File: config.mk
export PLATFORM = sky130hd
export DESIGN_NAME = djkff_top
export DESIGN_NICKNAME = d
export VERILOG_FILES = /design/src/verilog/djkff_pkg.sv /design/src/verilog/djkff_top.sv
export SDC_FILE = /design/constraint.sdc
export NUM_CORES = 1
export LEC_CHECK = 0
export ABC_AREA = 0
export BUFFER_PORTS_ARGS = -buffer_cell sky130_fd_sc_hd__buf_2
export CORE_MARGIN = 5
export CORE_UTILIZATION = 25
export DETAILED_ROUTE_END_ITERATION = 16
export GPL_TIMING_DRIVEN = 1
export PLACE_DENSITY = 0.48
export SYNTH_ARGS = -nofsm -noshare
export SYNTH_HDL_FRONTEND = slang
export SYNTH_SLANG_ARGS = --single-unit
File: constraint.sdc
create_clock -name clk_i -period 2.6 [get_ports clk_i]
set_input_delay 0.13 -clock clk_i [delete_from_list [all_inputs] [get_ports clk_i]]
set_output_delay 0.13 -clock clk_i [all_outputs]
set_load 0.005 [all_outputs]
File: src/verilog/djkff_pkg.sv
// Behaviour
// RL1: two independent elements, each with own clock, steering, preset, clear and outputs.
// RL2: preset low, clear high forces true output high, complement low, clock ignored.
// RL3: clear low, preset high forces true output low, complement high.
// RL4: both overrides low drive both outputs high; not retained after release.
// RL5: overrides high, falling edge: hold, set, reset or toggle; complement mirrors.
// RL6: steering changes ignored except at the falling clock edge.
// RL7: driving logic holds both steering inputs high for divide-by-two toggling.
// RL8: state after power-up undefined; driving logic pulses preset or clear first.
package djkff_pkg;
  localparam int unsigned DJKFF_NUM_ELEM = 2;
  localparam logic DJKFF_STATE_RESET = 1'h0;
  localparam logic DJKFF_QN_RESET = 1'h1;
  localparam logic DJKFF_CLK_IDLE = 1'h1;
  // synchroniser reset values, idle low and idle high pins
  localparam logic [1:0] DJKFF_SYNC_LOW = 2'h0;
  localparam logic [1:0] DJKFF_SYNC_HIGH = 2'h3;
  // steering encodings, {first, second}
  localparam logic [1:0] DJKFF_JK_HOLD = 2'h0;
  localparam logic [1:0] DJKFF_JK_RESET = 2'h1;
  localparam logic [1:0] DJKFF_JK_SET = 2'h2;
  localparam logic [1:0] DJKFF_JK_TOGGLE = 2'h3;
endpackage

File: src/verilog/djkff_top.sv
`timescale 1ns/1ps
// two jk elements, each sampling its own pin clock on the system clock
module djkff_top (
  input wire logic clk_i,
  input wire logic reset_i,
  input wire logic clk_en_i,
  input wire logic [1:0] elem_clk_i,
  input wire logic [1:0] steer_set_i,
  input wire logic [1:0] steer_reset_i,
  input wire logic [1:0] async_preset_n_i,
  input wire logic [1:0] async_clear_n_i,
  output logic [1:0] q_o,
  output logic [1:0] q_n_o
);
  // next stored state from steering and current state:
  // hold, set, reset or invert, as the steering pair selects
  function automatic logic djkff_next(input logic [1:0] jk, input logic cur);
    case (jk)
      djkff_pkg::DJKFF_JK_HOLD: djkff_next = cur;
      djkff_pkg::DJKFF_JK_SET: djkff_next = 1'h1;
      djkff_pkg::DJKFF_JK_RESET: djkff_next = 1'h0;
      djkff_pkg::DJKFF_JK_TOGGLE: djkff_next = ~cur;
      default: djkff_next = cur;
    endcase
  endfunction

  // two-stage shift for a pin synchroniser:
  // oldest sample drops out, newest pin level enters
  function automatic logic [1:0] djkff_shift(input logic [1:0] stages, input logic pin);
    djkff_shift = {stages[0], pin};
  endfunction

  // an active-low override counts only once it has passed
  // both stages, so a metastable first stage is never read
  function automatic logic djkff_active(input logic [1:0] stages);
    djkff_active = ~stages[1];
  endfunction

  genvar g;
  generate
    for (g = 0; g < djkff_pkg::DJKFF_NUM_ELEM; g++) begin : g_elem // RL1
      // latency in system clock edges, counted from the edge that
      // first samples a pin change: overrides and falling pin clocks
      // both reach the outputs on the third edge; pin pulses shorter
      // than one system clock period may be missed, as may steering
      // that changes within one period of the pin clock falling

      // pin synchronisers, two stages each
      logic [1:0] clk_sync_r;
      logic clk_prev_r;
      logic [1:0] set_sync_r;
      logic [1:0] rst_sync_r;
      logic [1:0] pre_sync_r;
      logic [1:0] clr_sync_r;

      // stored state and registered outputs
      logic state_r;
      logic state_nxt;
      logic q_r;
      logic q_nxt;
      logic q_n_r;
      logic q_n_nxt;

      // override decode
      wire pre_act;
      wire clr_act;
      wire pre_only;
      wire clr_only;
      wire both_act;
      wire none_act;

      // edge and steering decode
      wire fall_edge;
      wire [1:0] steer_sel;
      wire steer_next;

      // element clock pin, two flops before anything reads it;
      // resets to the pin's idle high level so that reset release
      // cannot look like a falling edge
      always_ff @(posedge clk_i or posedge reset_i) begin
        if (reset_i) begin
          clk_sync_r <= djkff_pkg::DJKFF_SYNC_HIGH;
        end else if (clk_en_i) begin
          clk_sync_r <= djkff_shift(clk_sync_r, elem_clk_i[g]);
        end
      end

      // first steering pin, same depth as the clock pin
      // so the pair and the detected edge stay aligned
      // in one and the same cycle
      always_ff @(posedge clk_i or posedge reset_i) begin
        if (reset_i) begin
          set_sync_r <= djkff_pkg::DJKFF_SYNC_LOW;
        end else if (clk_en_i) begin
          set_sync_r <= djkff_shift(set_sync_r, steer_set_i[g]);
        end
      end

      // second steering pin, same depth as the clock pin
      // so the pair and the detected edge stay aligned
      // in one and the same cycle
      always_ff @(posedge clk_i or posedge reset_i) begin
        if (reset_i) begin
          rst_sync_r <= djkff_pkg::DJKFF_SYNC_LOW;
        end else if (clk_en_i) begin
          rst_sync_r <= djkff_shift(rst_sync_r, steer_reset_i[g]);
        end
      end

      // preset pin; resets inactive so that reset release
      // forces nothing; the override is slower than a bare
      // pin by the synchroniser depth
      always_ff @(posedge clk_i or posedge reset_i) begin
        if (reset_i) begin
          pre_sync_r <= djkff_pkg::DJKFF_SYNC_HIGH;
        end else if (clk_en_i) begin
          pre_sync_r <= djkff_shift(pre_sync_r, async_preset_n_i[g]);
        end
      end

      // clear pin; same depth as preset so that a pair
      // released together is seen released together
      // and no single-override cycle slips in between
      always_ff @(posedge clk_i or posedge reset_i) begin
        if (reset_i) begin
          clr_sync_r <= djkff_pkg::DJKFF_SYNC_HIGH;
        end else if (clk_en_i) begin
          clr_sync_r <= djkff_shift(clr_sync_r, async_clear_n_i[g]);
        end
      end

      // clock level one edge back, for the edge detector;
      // it reads only the second stage, never the first,
      // and resets high to match the idle pin
      always_ff @(posedge clk_i or posedge reset_i) begin
        if (reset_i) begin
          clk_prev_r <= djkff_pkg::DJKFF_CLK_IDLE;
        end else if (clk_en_i) begin
          clk_prev_r <= clk_sync_r[1];
        end
      end

      // falling edge of the pin clock; rising edges and
      // steady levels are never acted on, so steering may
      // change freely outside the falling edge
      assign fall_edge = clk_prev_r & ~clk_sync_r[1]; // RL6

      // override decode from the synchronised pins; a pair released
      // together is seen released in the same cycle
      assign pre_act = djkff_active(pre_sync_r);
      assign clr_act = djkff_active(clr_sync_r);
      assign pre_only = pre_act & ~clr_act; // RL2
      assign clr_only = clr_act & ~pre_act; // RL3
      assign both_act = pre_act & clr_act; // RL4
      assign none_act = ~pre_act & ~clr_act;

      // steering pair {first, second} and the state it selects
      // at the detected edge; used only while no override
      // is active
      assign steer_sel = {set_sync_r[1], rst_sync_r[1]};
      assign steer_next = djkff_next(steer_sel, state_r); // RL5

      // overrides first, then steering on the falling edge only;
      // both overrides low keep the old state, so the both-high
      // outputs are not retained once either override lifts
      always_comb begin
        state_nxt = state_r;
        if (pre_only) begin
          state_nxt = 1'h1; // RL2
        end else if (clr_only) begin
          state_nxt = 1'h0; // RL3
        end else if (both_act) begin
          state_nxt = state_r; // RL4
        end else if (none_act && fall_edge) begin
          state_nxt = steer_next; // RL5
        end
      end

      // stored state; frozen while the clock enable is low
      // and cleared by the system reset or the clear override
      always_ff @(posedge clk_i or posedge reset_i) begin
        if (reset_i) begin
          state_r <= djkff_pkg::DJKFF_STATE_RESET;
        end else if (clk_en_i) begin
          state_r <= state_nxt;
        end
      end

      // both overrides low drive both outputs high,
      // otherwise the outputs follow the next state
      // so they move on the same edge as the state
      assign q_nxt = both_act | state_nxt; // RL4
      assign q_n_nxt = both_act | ~state_nxt; // RL4 RL5

      // true output flop
      // low during reset, like the stored state
      always_ff @(posedge clk_i or posedge reset_i) begin
        if (reset_i) begin
          q_r <= djkff_pkg::DJKFF_STATE_RESET;
        end else if (clk_en_i) begin
          q_r <= q_nxt;
        end
      end

      // complement output flop
      // high during reset, mirroring the true output
      always_ff @(posedge clk_i or posedge reset_i) begin
        if (reset_i) begin
          q_n_r <= djkff_pkg::DJKFF_QN_RESET;
        end else if (clk_en_i) begin
          q_n_r <= q_n_nxt;
        end
      end

      // registered outputs onto the element's bit of each port;
      // no bit is shared with the other element
      assign q_o[g] = q_r;
      assign q_n_o[g] = q_n_r;
    end
  endgenerate
endmodule

# ---- Word-level counts from Yosys, hierarchy flattened
# Index checks and enable logic that the tools add are counted.
dict set report totals {
  wordCells 62
  regBits 28
}
dict set report op_classes {
  n_reduce_logical 4
  muxes 10
  n_eq_ne 6
  bitwise_logic 24
}
# operator count
set ops {}
lappend ops {{$and 1x1->1} 10}
lappend ops {{$not 1->1} 10}
lappend ops {{$eq 2x2->1 const B} 4}
lappend ops {{$mux 1} 8}
lappend ops {{$pmux 1 s4} 2}
lappend ops {{$eq 2x1->1 const B} 2}
lappend ops {{$logic_not 2->1} 2}
lappend ops {{$or 1x1->1} 4}
lappend ops {{$logic_and 1x1->1} 2}

# ---- Logic depth before layout (Yosys ltp)
# Gate-level depths: netlist of the first run.
dict set report logic_depth {
  ltp_word 9
  depth_mapped 5
  depth_no_buf 3
}

# ---- Worst setup path before layout of the first run
# No wires, ideal clock.
dict set report synth_timing {
  path_type {register to register}
  startpoint {register g_elem[1].clk_sync_r[1]}
  endpoint {register g_elem[1].q_r}
  stages_incl_launch_ff 4
  setup_slack_ps 1465
  arrival_ps 1009
  required_time_ps 2474
  synth_period_minus_slack_ps 1135
  path_cell_list {dfstp_2 and4bb_1 a211oi_2 nor2_1}
}
dict set report synth_between {
  elab_chain_len 8
}
# item line
set synth_rtl {}
lappend synth_rtl {{start: declaration} djkff_top.sv:49} ;# logic [1:0] clk_sync_r;
lappend synth_rtl {{start signal: assignment} djkff_top.sv:82} ;# clk_sync_r <= djkff_pkg::DJKFF_SYNC_HIGH;
lappend synth_rtl {{start signal: assignment} djkff_top.sv:84} ;# clk_sync_r <= djkff_shift(clk_sync_r, elem_clk_i[g]);
lappend synth_rtl {{$not 1->1} djkff_top.sv:146} ;# assign fall_edge = clk_prev_r & ~clk_sync_r[1];
lappend synth_rtl {{$and 1x1->1} djkff_top.sv:146}
lappend synth_rtl {{$logic_and 1x1->1} djkff_top.sv:174} ;# end else if (none_act && fall_edge) begin
lappend synth_rtl {{$mux 1} djkff_top.sv:174}
lappend synth_rtl {{$mux 1} djkff_top.sv:172} ;# end else if (both_act) begin
lappend synth_rtl {{$mux 1} djkff_top.sv:170} ;# end else if (clr_only) begin
lappend synth_rtl {{$mux 1} djkff_top.sv:168} ;# if (pre_only) begin
lappend synth_rtl {{$or 1x1->1} djkff_top.sv:192} ;# assign q_nxt = both_act | state_nxt;
lappend synth_rtl {{end signal: assignment} djkff_top.sv:199} ;# q_r <= djkff_pkg::DJKFF_STATE_RESET;
lappend synth_rtl {{end signal: assignment} djkff_top.sv:201} ;# q_r <= q_nxt;
lappend synth_rtl {{end: declaration} djkff_top.sv:59} ;# logic q_r;
# Every way passes these cells.
# A chain may end at the register's enable or synchronous reset.

# ---- Worst setup path in the final report of the first run
# Same ends and word-level chain as after synthesis.

==> results.md, run 1 <==
- Mapped Cells: 82
- Hold Path Class: in2reg
- Initial Util: around a quarter
- Count of cell types in the netlist: 21
- Port bufs: 16
- Final instance area: 1340 µm²
- Overall Global Routing Usage: ~6.4%
- Area Overhead vs Synth: 12.6%
- Detail Route Antenna Nets: 0
- Share of cells above drive strength 1: a little under three fifths
- Yosys Warn Count: 0
- Max-slew headroom: 30.2%
- Root Driver: clkbuf_8
- Crit path time final: around 1.2 ns
- Cell Rows: 25
- H-tree levels: 1
- Register area share after synthesis: just over 60%
- HPWL Detailed: ~1300 µm
- Hold Buf Count CTS: 0
- Hold endpoint: g_elem[1].rst_sync_r[0]
- FF+latch count, synth: 28
- Worst-Skew Late Latency: roughly 0.28 ns
- Slew @ Worst Pin: 1.05 ns
- Via/cell ratio: ~4.5
- Worst r2r path cells: 3
- Leak pwr: approximately 0.56 nW
- Post-Syn Area per Cell: between 10 and 15 µm²
- Post-synth top cells: dfstp_2 (16), mux2_2 (15), dfrtp_1 (12), nand2_1 (8), mux2_1 (7)
- Largest net degree at the start of global routing: 34
- Top-count cell post-synth: dfstp_2
- Slew Viols, Final: 0
- RSZ-0062 raised after global routing: false
- DRC: 0
- CP arrival: between 1 and 1.5 ns
- Synth top area cells: dfstp_2 (35%), dfrtp_1 (25%), mux2_2 (14%), mux2_1 (6.6%), buf_6 (2.8%)
- Leading area contributor after synthesis: dfstp_2
- Peak VDD IR: between 0.2 and 0.3 mV
- Initial antenna violation count: 0
- Hold path startpoint: steer_reset_i[1]
- MaxCap Viol Count: 0
- Vias in the first global route: roughly 740
- Grt ovf: 0
- Die X: roughly 79 µm
- Core area: 4690 µm²
- Pwr per Cell Area: approximately 800 nW/µm²
- Post-CTS Resized: 0
- Crit path max fanout: 4
- Worst R2R Setup Slack: 1.39 ns
- Critical setup path kind: reg2reg
- Crit path from: g_elem[1].clk_sync_r[1]
- Wire length per cell: approximately 13 µm
- TritonCTS buffer count: 3
- First-pass GRT wire length: 3170 µm
- Critical Path Source Type: flip-flop
- Synth top area share: between 30% and 40%
- Routed via count: around 670
- Cell count of the worst hold path: 2
- Clk slew on worst S/H paths: 0.10 ns
- Placer Congestion: ~0.71
- Nets: 108
- Reg2reg end: g_elem[1].q_r
- Number of diodes: 0
- Drt initial violations: 25
- Reg-to-Reg Start: g_elem[1].clk_sync_r[1]
- Pwr Total: 1.05 mW
- Worst setup margin: around 1.4 ns
- Chip height: slightly below 80 µm
- Final period util: 46.7%
- Synth Cell Area: approximately 1200 µm²
- Final Hold Vio Count: 0
- Status: finished, final reports clean
- DR pass1 iterations: 3
- Synth async-reset ratio: between 90% and 100%
- Clock Skew: about 0.014 ns
- Post CTS Setup Buffer Count: 0
- Syn Nets: between 90 and 100
- Cell Area, Placed: roughly 1300 µm²
- I/O pins: 17
- Post-synth EDFFs: 0
- Total negative setup slack: 0 ns
- Worst Setup End Kind: flip-flop
- Max Buffers Root-to-Sink: 2
- Min Hold Slack: ~0.064 ns
- Total die area: between 6000 and 7000 µm²
- Finish-stage setup viols: 0
- Pre-CTS WS: 1.30 ns
- TritonCTS Sinks: 28
- WP data required: approximately 2.8 ns
- CTS tree: done
- Routed wire length: roughly 1900 µm
- Main flop type after synthesis: dfstp_2
- Max Freq: 823 MHz
-- sequential cells by signal (all words and copies together), names as in the netlist --
signal	cells
g_elem.q_r	2
g_elem.clr_sync_r	4
g_elem.state_r	2
g_elem.clk_sync_r	4
g_elem.rst_sync_r	4
g_elem.set_sync_r	4
g_elem.clk_prev_r	2
g_elem.pre_sync_r	4
g_elem.q_n_r	2
-- cell families after synthesis --
group                  after synthesis  synth area share, %
flip-flops                          28                 60.4
multiplexers                        22                 20.8
AND/OR/NAND/NOR                     15                 7.14
buffers and inverters                9                 6.09
AO/OA/AOI/OAI                        8                 5.56
-- worst max path at each step --
| stage | end | slack [ns] | cells after the start |
|---|---|---|---|
| 2_1_floorplan | g_elem[1].q_r | 1.47 | 3 |
| 3_3_place_gp | g_elem[1].q_r | 1.38 | 4 |
| 3_5_place_dp | g_elem[1].q_r | 1.30 | 4 |
| 4_1_cts | g_elem[1].q_n_r | 1.37 | 3 |
| 5_1_grt | g_elem[1].q_r | 1.30 | 3 |
| 6_report | g_elem[1].q_r | 1.39 | 3 |
-- power by group --
group	leakage (nW)	total, mW	internal [mW]	switching, mW
sequential	0.307	0.574	0.532	0.0425
combinational	0.215	0.136	0.0778	0.0585
clock	0.0357	0.338	0.206	0.132
-- per-layer routing --
metal / global-route usage, % / up-vias / part of all wire (%)
met5: 0 / - / 0
met4: 1.03 / 0 / 0.21
met3: 3.17 / 2 / 6.3
met2: 11.7 / 14 / 49
met1: 6.70 / 344 / 44
li1: - / 306 / -
-- critical path, stage by stage, from the launching register on --
cell and delay [ns]:
dfstp_2 0.55, and4bb_1 0.22, a211oi_2 0.25, nor2_1 0.08
-- per-stage QoR --
stage	utilization, %	std cells
6_report	28.6	148
3_5_place_dp	27.1	144
4_1_cts	28.6	148
3_3_place_gp	27.1	144
5_1_grt	28.6	148
2_1_floorplan	-	82
-- area by class of cell --
class | instances | area (µm²)
fill | 484 | 3350
sequential | 28 | 721
multi-input combinational | 45 | 399
timing repair buffer | 16 | 80.1
tap | 54 | 67.6
clock buffer | 3 | 41.3
clock inverter | 1 | 30.0
inverter | 1 | 3.75
-- placed cells by master (no fill, tap or decap), drive strengths merged --
cell type	synthesis	final
a211oi	1	1
a21o	1	1
a21oi	1	1
and3b	1	1
and4bb	1	1
buf	8	16
bufinv	0	1
clkbuf	0	3
dfrtp	12	12
dfstp	16	16
inv	1	1
mux2	22	22
nand2	8	8
nand2b	1	1
nand3b	2	2
nand4b	1	1
nor2	1	1
o2111ai	1	1
o21ai	3	3
o221a	1	1
No activity file was read; power rests on OpenSTA's default activity.
==> inputs of run 2 (changes only) <==
- ABC_AREA: 0 -> 1
- clock period: 2.6 -> 1.2 ns (I/O delays scaled with it)
==> run 2 against run 1 <==
Effect of this change: routed wire length rose by 25%; hold slack worse by 0.060 ns; sequential share of layout area down 8.0 points; register-to-register slack got worse by 1.3 ns; global-route usage up 2.2 points; total power rose by 100%; critical path depth rose by 5; largest cell class unchanged; utilization rose by 4.5 points; highest routed layer unchanged.
==> results.md, run 2 <==
- Leak pwr: 0.766 nW (+37%)
- Nets: 192 (+78%)
- Filler Cell Count: 531 (+9.7%)
- WP data required: 1.42 ns (-1.35 ns)
- Critical Path Source Type: flip-flop
- Worst Setup End Kind: flip-flop
- Wire length per cell: 9.53 µm (-24%)
- Routed wire length: 2330 µm (+25%)
- CP endpoint: g_elem[0].q_n_r
- Overall Global Routing Usage: 8.65% (+2.2 points)
- TritonCTS Sinks: 28 (unchanged)
- Cell Area, Placed: 1380 µm² (+8.9%)
- Worst-Skew Late Latency: 0.27 ns (about the same)
- Drt initial violations: 52 (+110%)
- Clk slew on worst S/H paths: 0.09 ns (about the same)
- Finish-stage setup viols: 0 (unchanged)
- CTS tree: done
- Final instance area: 1580 µm² (+17%)
- Top-count cell post-synth: nand2_1
- Slew Viols, Final: 0 (unchanged)
- HPWL Detailed: 1540 µm (+18%)
- MaxCap Viol Count: 0 (unchanged)
- Mapped Cells: 151 (+84%)
- Worst r2r path cells: 8 (+5)
- Peak VDD IR: 0.784 mV (+170%)
- Main flop type after synthesis: dfstp_2
- Storage element area: 721 µm² (unchanged)
- Synth async-reset ratio: 100% (unchanged)
- Number of diodes: 0 (unchanged)
- Post-synth EDFFs: 0 (unchanged)
- Yosys Warn Count: 0 (unchanged)
- Core area: 4750 µm² (+1.3%)
- TritonCTS buffer count: 3 (unchanged)
- Initial Util: 26.1% (+0.64 points)
- Hold Path Class: in2reg
- Total negative setup slack: 0 ns (unchanged)
- RSZ-0062 raised after global routing: true
- Die X: 80.4 µm (+1.7%)
- H-tree levels: 1 (unchanged)
- Initial antenna violation count: 0 (unchanged)
- Crit path depth: 8 (+5)
- Count of cell types in the netlist: 16 (-24%)
- Placer Congestion: 0.829 (+18%)
- Syn Nets: 164 (+73%)
- First-pass GRT wire length: 4400 µm (+39%)
- DR pass1 iterations: 4 (+1)
- Chip height: 80.4 µm (+1.7%)
- CP arrival: 1.35 ns (-0.03 ns)
- Largest net degree at the start of global routing: 33 (-2.9%)
- Area Overhead vs Synth: 27.3%
- Routed via count: 941 (+41%)
- Max Buffers Root-to-Sink: 2 (unchanged)
- Port bufs: 16 (unchanged)
- Min Hold Slack: 0.00439 ns (-0.0597 ns)
- Crit path time final: 1.13 ns (-0.0800 ns)
- Synth top area cells: dfstp_2 (34%), dfrtp_1 (24%), nand2_1 (21%), o21ai_0 (5.7%), inv_1 (3.9%)
- Max-slew headroom: 77.0% (+47 points)
- Most frequent cells in the layout: nand2_1 (67), dfstp_2 (16), buf_2 (16)
- Total die area: 6460 µm² (+3.4%)
- Register area share after synthesis: 58.2% (-2.3 points)
- Cell Rows: 25 (unchanged)
- Detail Route Antenna Nets: 0 (unchanged)
- Status: finished, final reports clean
- Most common cell after layout, fill and taps aside: nand2_1
- CP Buf/Inv Count: 1 (+1)
- Critical path, cell by cell: inv_2 -> nor2_2 -> nand2_1 -> nand2_1 -> nand2_1 -> o21bai_1 -> nand2_1 -> nand2_1
- Clock Skew: 0.00250 ns (-0.0114 ns)
- Final Core Density: 33.2% (+4.5 points)
- Crit path from: g_elem[0].clk_prev_r
- Reg2reg end: g_elem[0].q_n_r
- Crit path max-delay cell type: dfstp_2
- Grt ovf: 0 (unchanged)
- Worst R2R Setup Slack: 0.07 ns (-1.32 ns)
- Synth top area share: 33.9% (-1.3 points)
- Most frequent CP cell: nand2_1
- Area of the multi-input gates: 423 µm² (+6.0%)
- I/O pins: 17 (unchanged)
- Max stage delay on crit path: 0.55 ns (about the same)
- Share of cells above drive strength 1: 29.2% (-27 points)
- Final Hold Vio Count: 0 (unchanged)
- Pwr per Cell Area: 1330 nW/µm² (+71%)
- DRC: 0 (unchanged)
- Synth Cell Area: 1240 µm² (+3.9%)
- Post-synth top cells: nand2_1 (68), dfstp_2 (16), o21ai_0 (14), inv_1 (13), dfrtp_1 (12)
- Max Freq: 882 MHz (+7.0%)
- Final period util: 94.5% (+48 points)
- FF+latch count, synth: 28 (unchanged)
- Post-Syn Area per Cell: 8.20 µm² (-44%)
- Root Driver: clkbuf_8
- Slew @ Worst Pin: 0.345 ns (-0.702 ns)
- Via/cell ratio: 3.84 (-15%)
- Delay-heaviest family, CP: flip-flops
- Vias in the first global route: 987 (+33%)
- Critical setup path kind: reg2reg
- Leading area contributor after synthesis: dfstp_2
- Reg-to-Reg Start: g_elem[0].clk_prev_r
- Crit path max fanout: 2 (-2)
run 2: changes by cell type in the layout (fill, tap and decap cells not counted), moves of 4 or more:
cell / previous run / this run
nand2_1: 8 / 67
mux2_1: 7 / 0
nor2_1: 1 / 5
o21ai_0: 3 / 13
mux2_2: 15 / 0
dlygate4sd3_1: 0 / 10
inv_2: 0 / 4
inv_1: 1 / 11
buf_4: 0 / 5
run 2: layout make-up:
| class | instances | share of cell area [%] |
|---|---|---|
| clock buffer | 4 | 3.49 |
| inverter | 15 | 3.57 |
| multi-input combinational | 99 | 26.8 |
| sequential | 28 | 45.7 |
| tap | 67 | 5.32 |
| timing repair buffer | 32 | 15.1 |
run 2: timing repair:
item                       in CTS  in global routing
setup endpoints to repair       0                  6
hold buffers                   10                  0
hold endpoints to repair       21                  0
setup buffers                   0                  3
resized for setup               0                  8
run 2: per-layer routing:
layer	global-route usage (%)	share of wire (%)	vias to the layer above
met4	2.03	0.60	0
met1	11.0	51	410
met2	14.0	41	22
met3	3.03	6.6	2
li1	-	-	507
met5	0	0	-
run 2: cell families (layout without fill, tap and decap cells):
group	after synthesis	in the layout	share of synthesized area [%]
DFF	28	28	58.2
and+or+nand+nor	82	82	25.8
buffers and inverters	24	51	8.89
AOI/OAI and AO/OA	17	17	7.17
run 2: worst min-delay path by stage:
| stage | start | to | slack [ns] | depth (start not counted) |
|---|---|---|---|---|
| floorplan | reset_i | g_elem[0].q_r | 0.11 | 1 |
| global placement | reset_i | g_elem[1].rst_sync_r[0] | 0.14 | 3 |
| detailed placement | reset_i | g_elem[0].rst_sync_r[0] | 0.15 | 3 |
| CTS | steer_set_i[0] | g_elem[0].set_sync_r[0] | 0.003 | 3 |
| global route | steer_set_i[0] | g_elem[0].set_sync_r[0] | 0.03 | 3 |
| finish | steer_set_i[0] | g_elem[0].set_sync_r[0] | 0.004 | 3 |
run 2: power breakdown:
part,internal [mW],switching (mW)
clock network,0.293,0.274
registers,1.10,0.0745
logic,0.165,0.193
total,1.56,0.542
run 2: per-stage QoR:
| step | std cells | setup WS (ns) | power (mW) |
|---|---|---|---|
| after floorplan | 151 | 0.138 | 1.42 |
| after global placement | 228 | 0.0536 | 1.50 |
| after detailed placement | 228 | 0.0374 | 1.50 |
| after CTS | 242 | 0.0217 | 2.11 |
| after global routing | 245 | -0.0311 | 2.27 |
| final | 245 | 0.0656 | 2.10 |
run 2: worst reg2reg max path, cell delays in order (launching register included):
cell	delay (ns)
dfstp_2	0.55
inv_2	0.04
nor2_2	0.09
nand2_1	0.07
nand2_1	0.06
nand2_1	0.05
o21bai_1	0.11
nand2_1	0.06
nand2_1	0.05
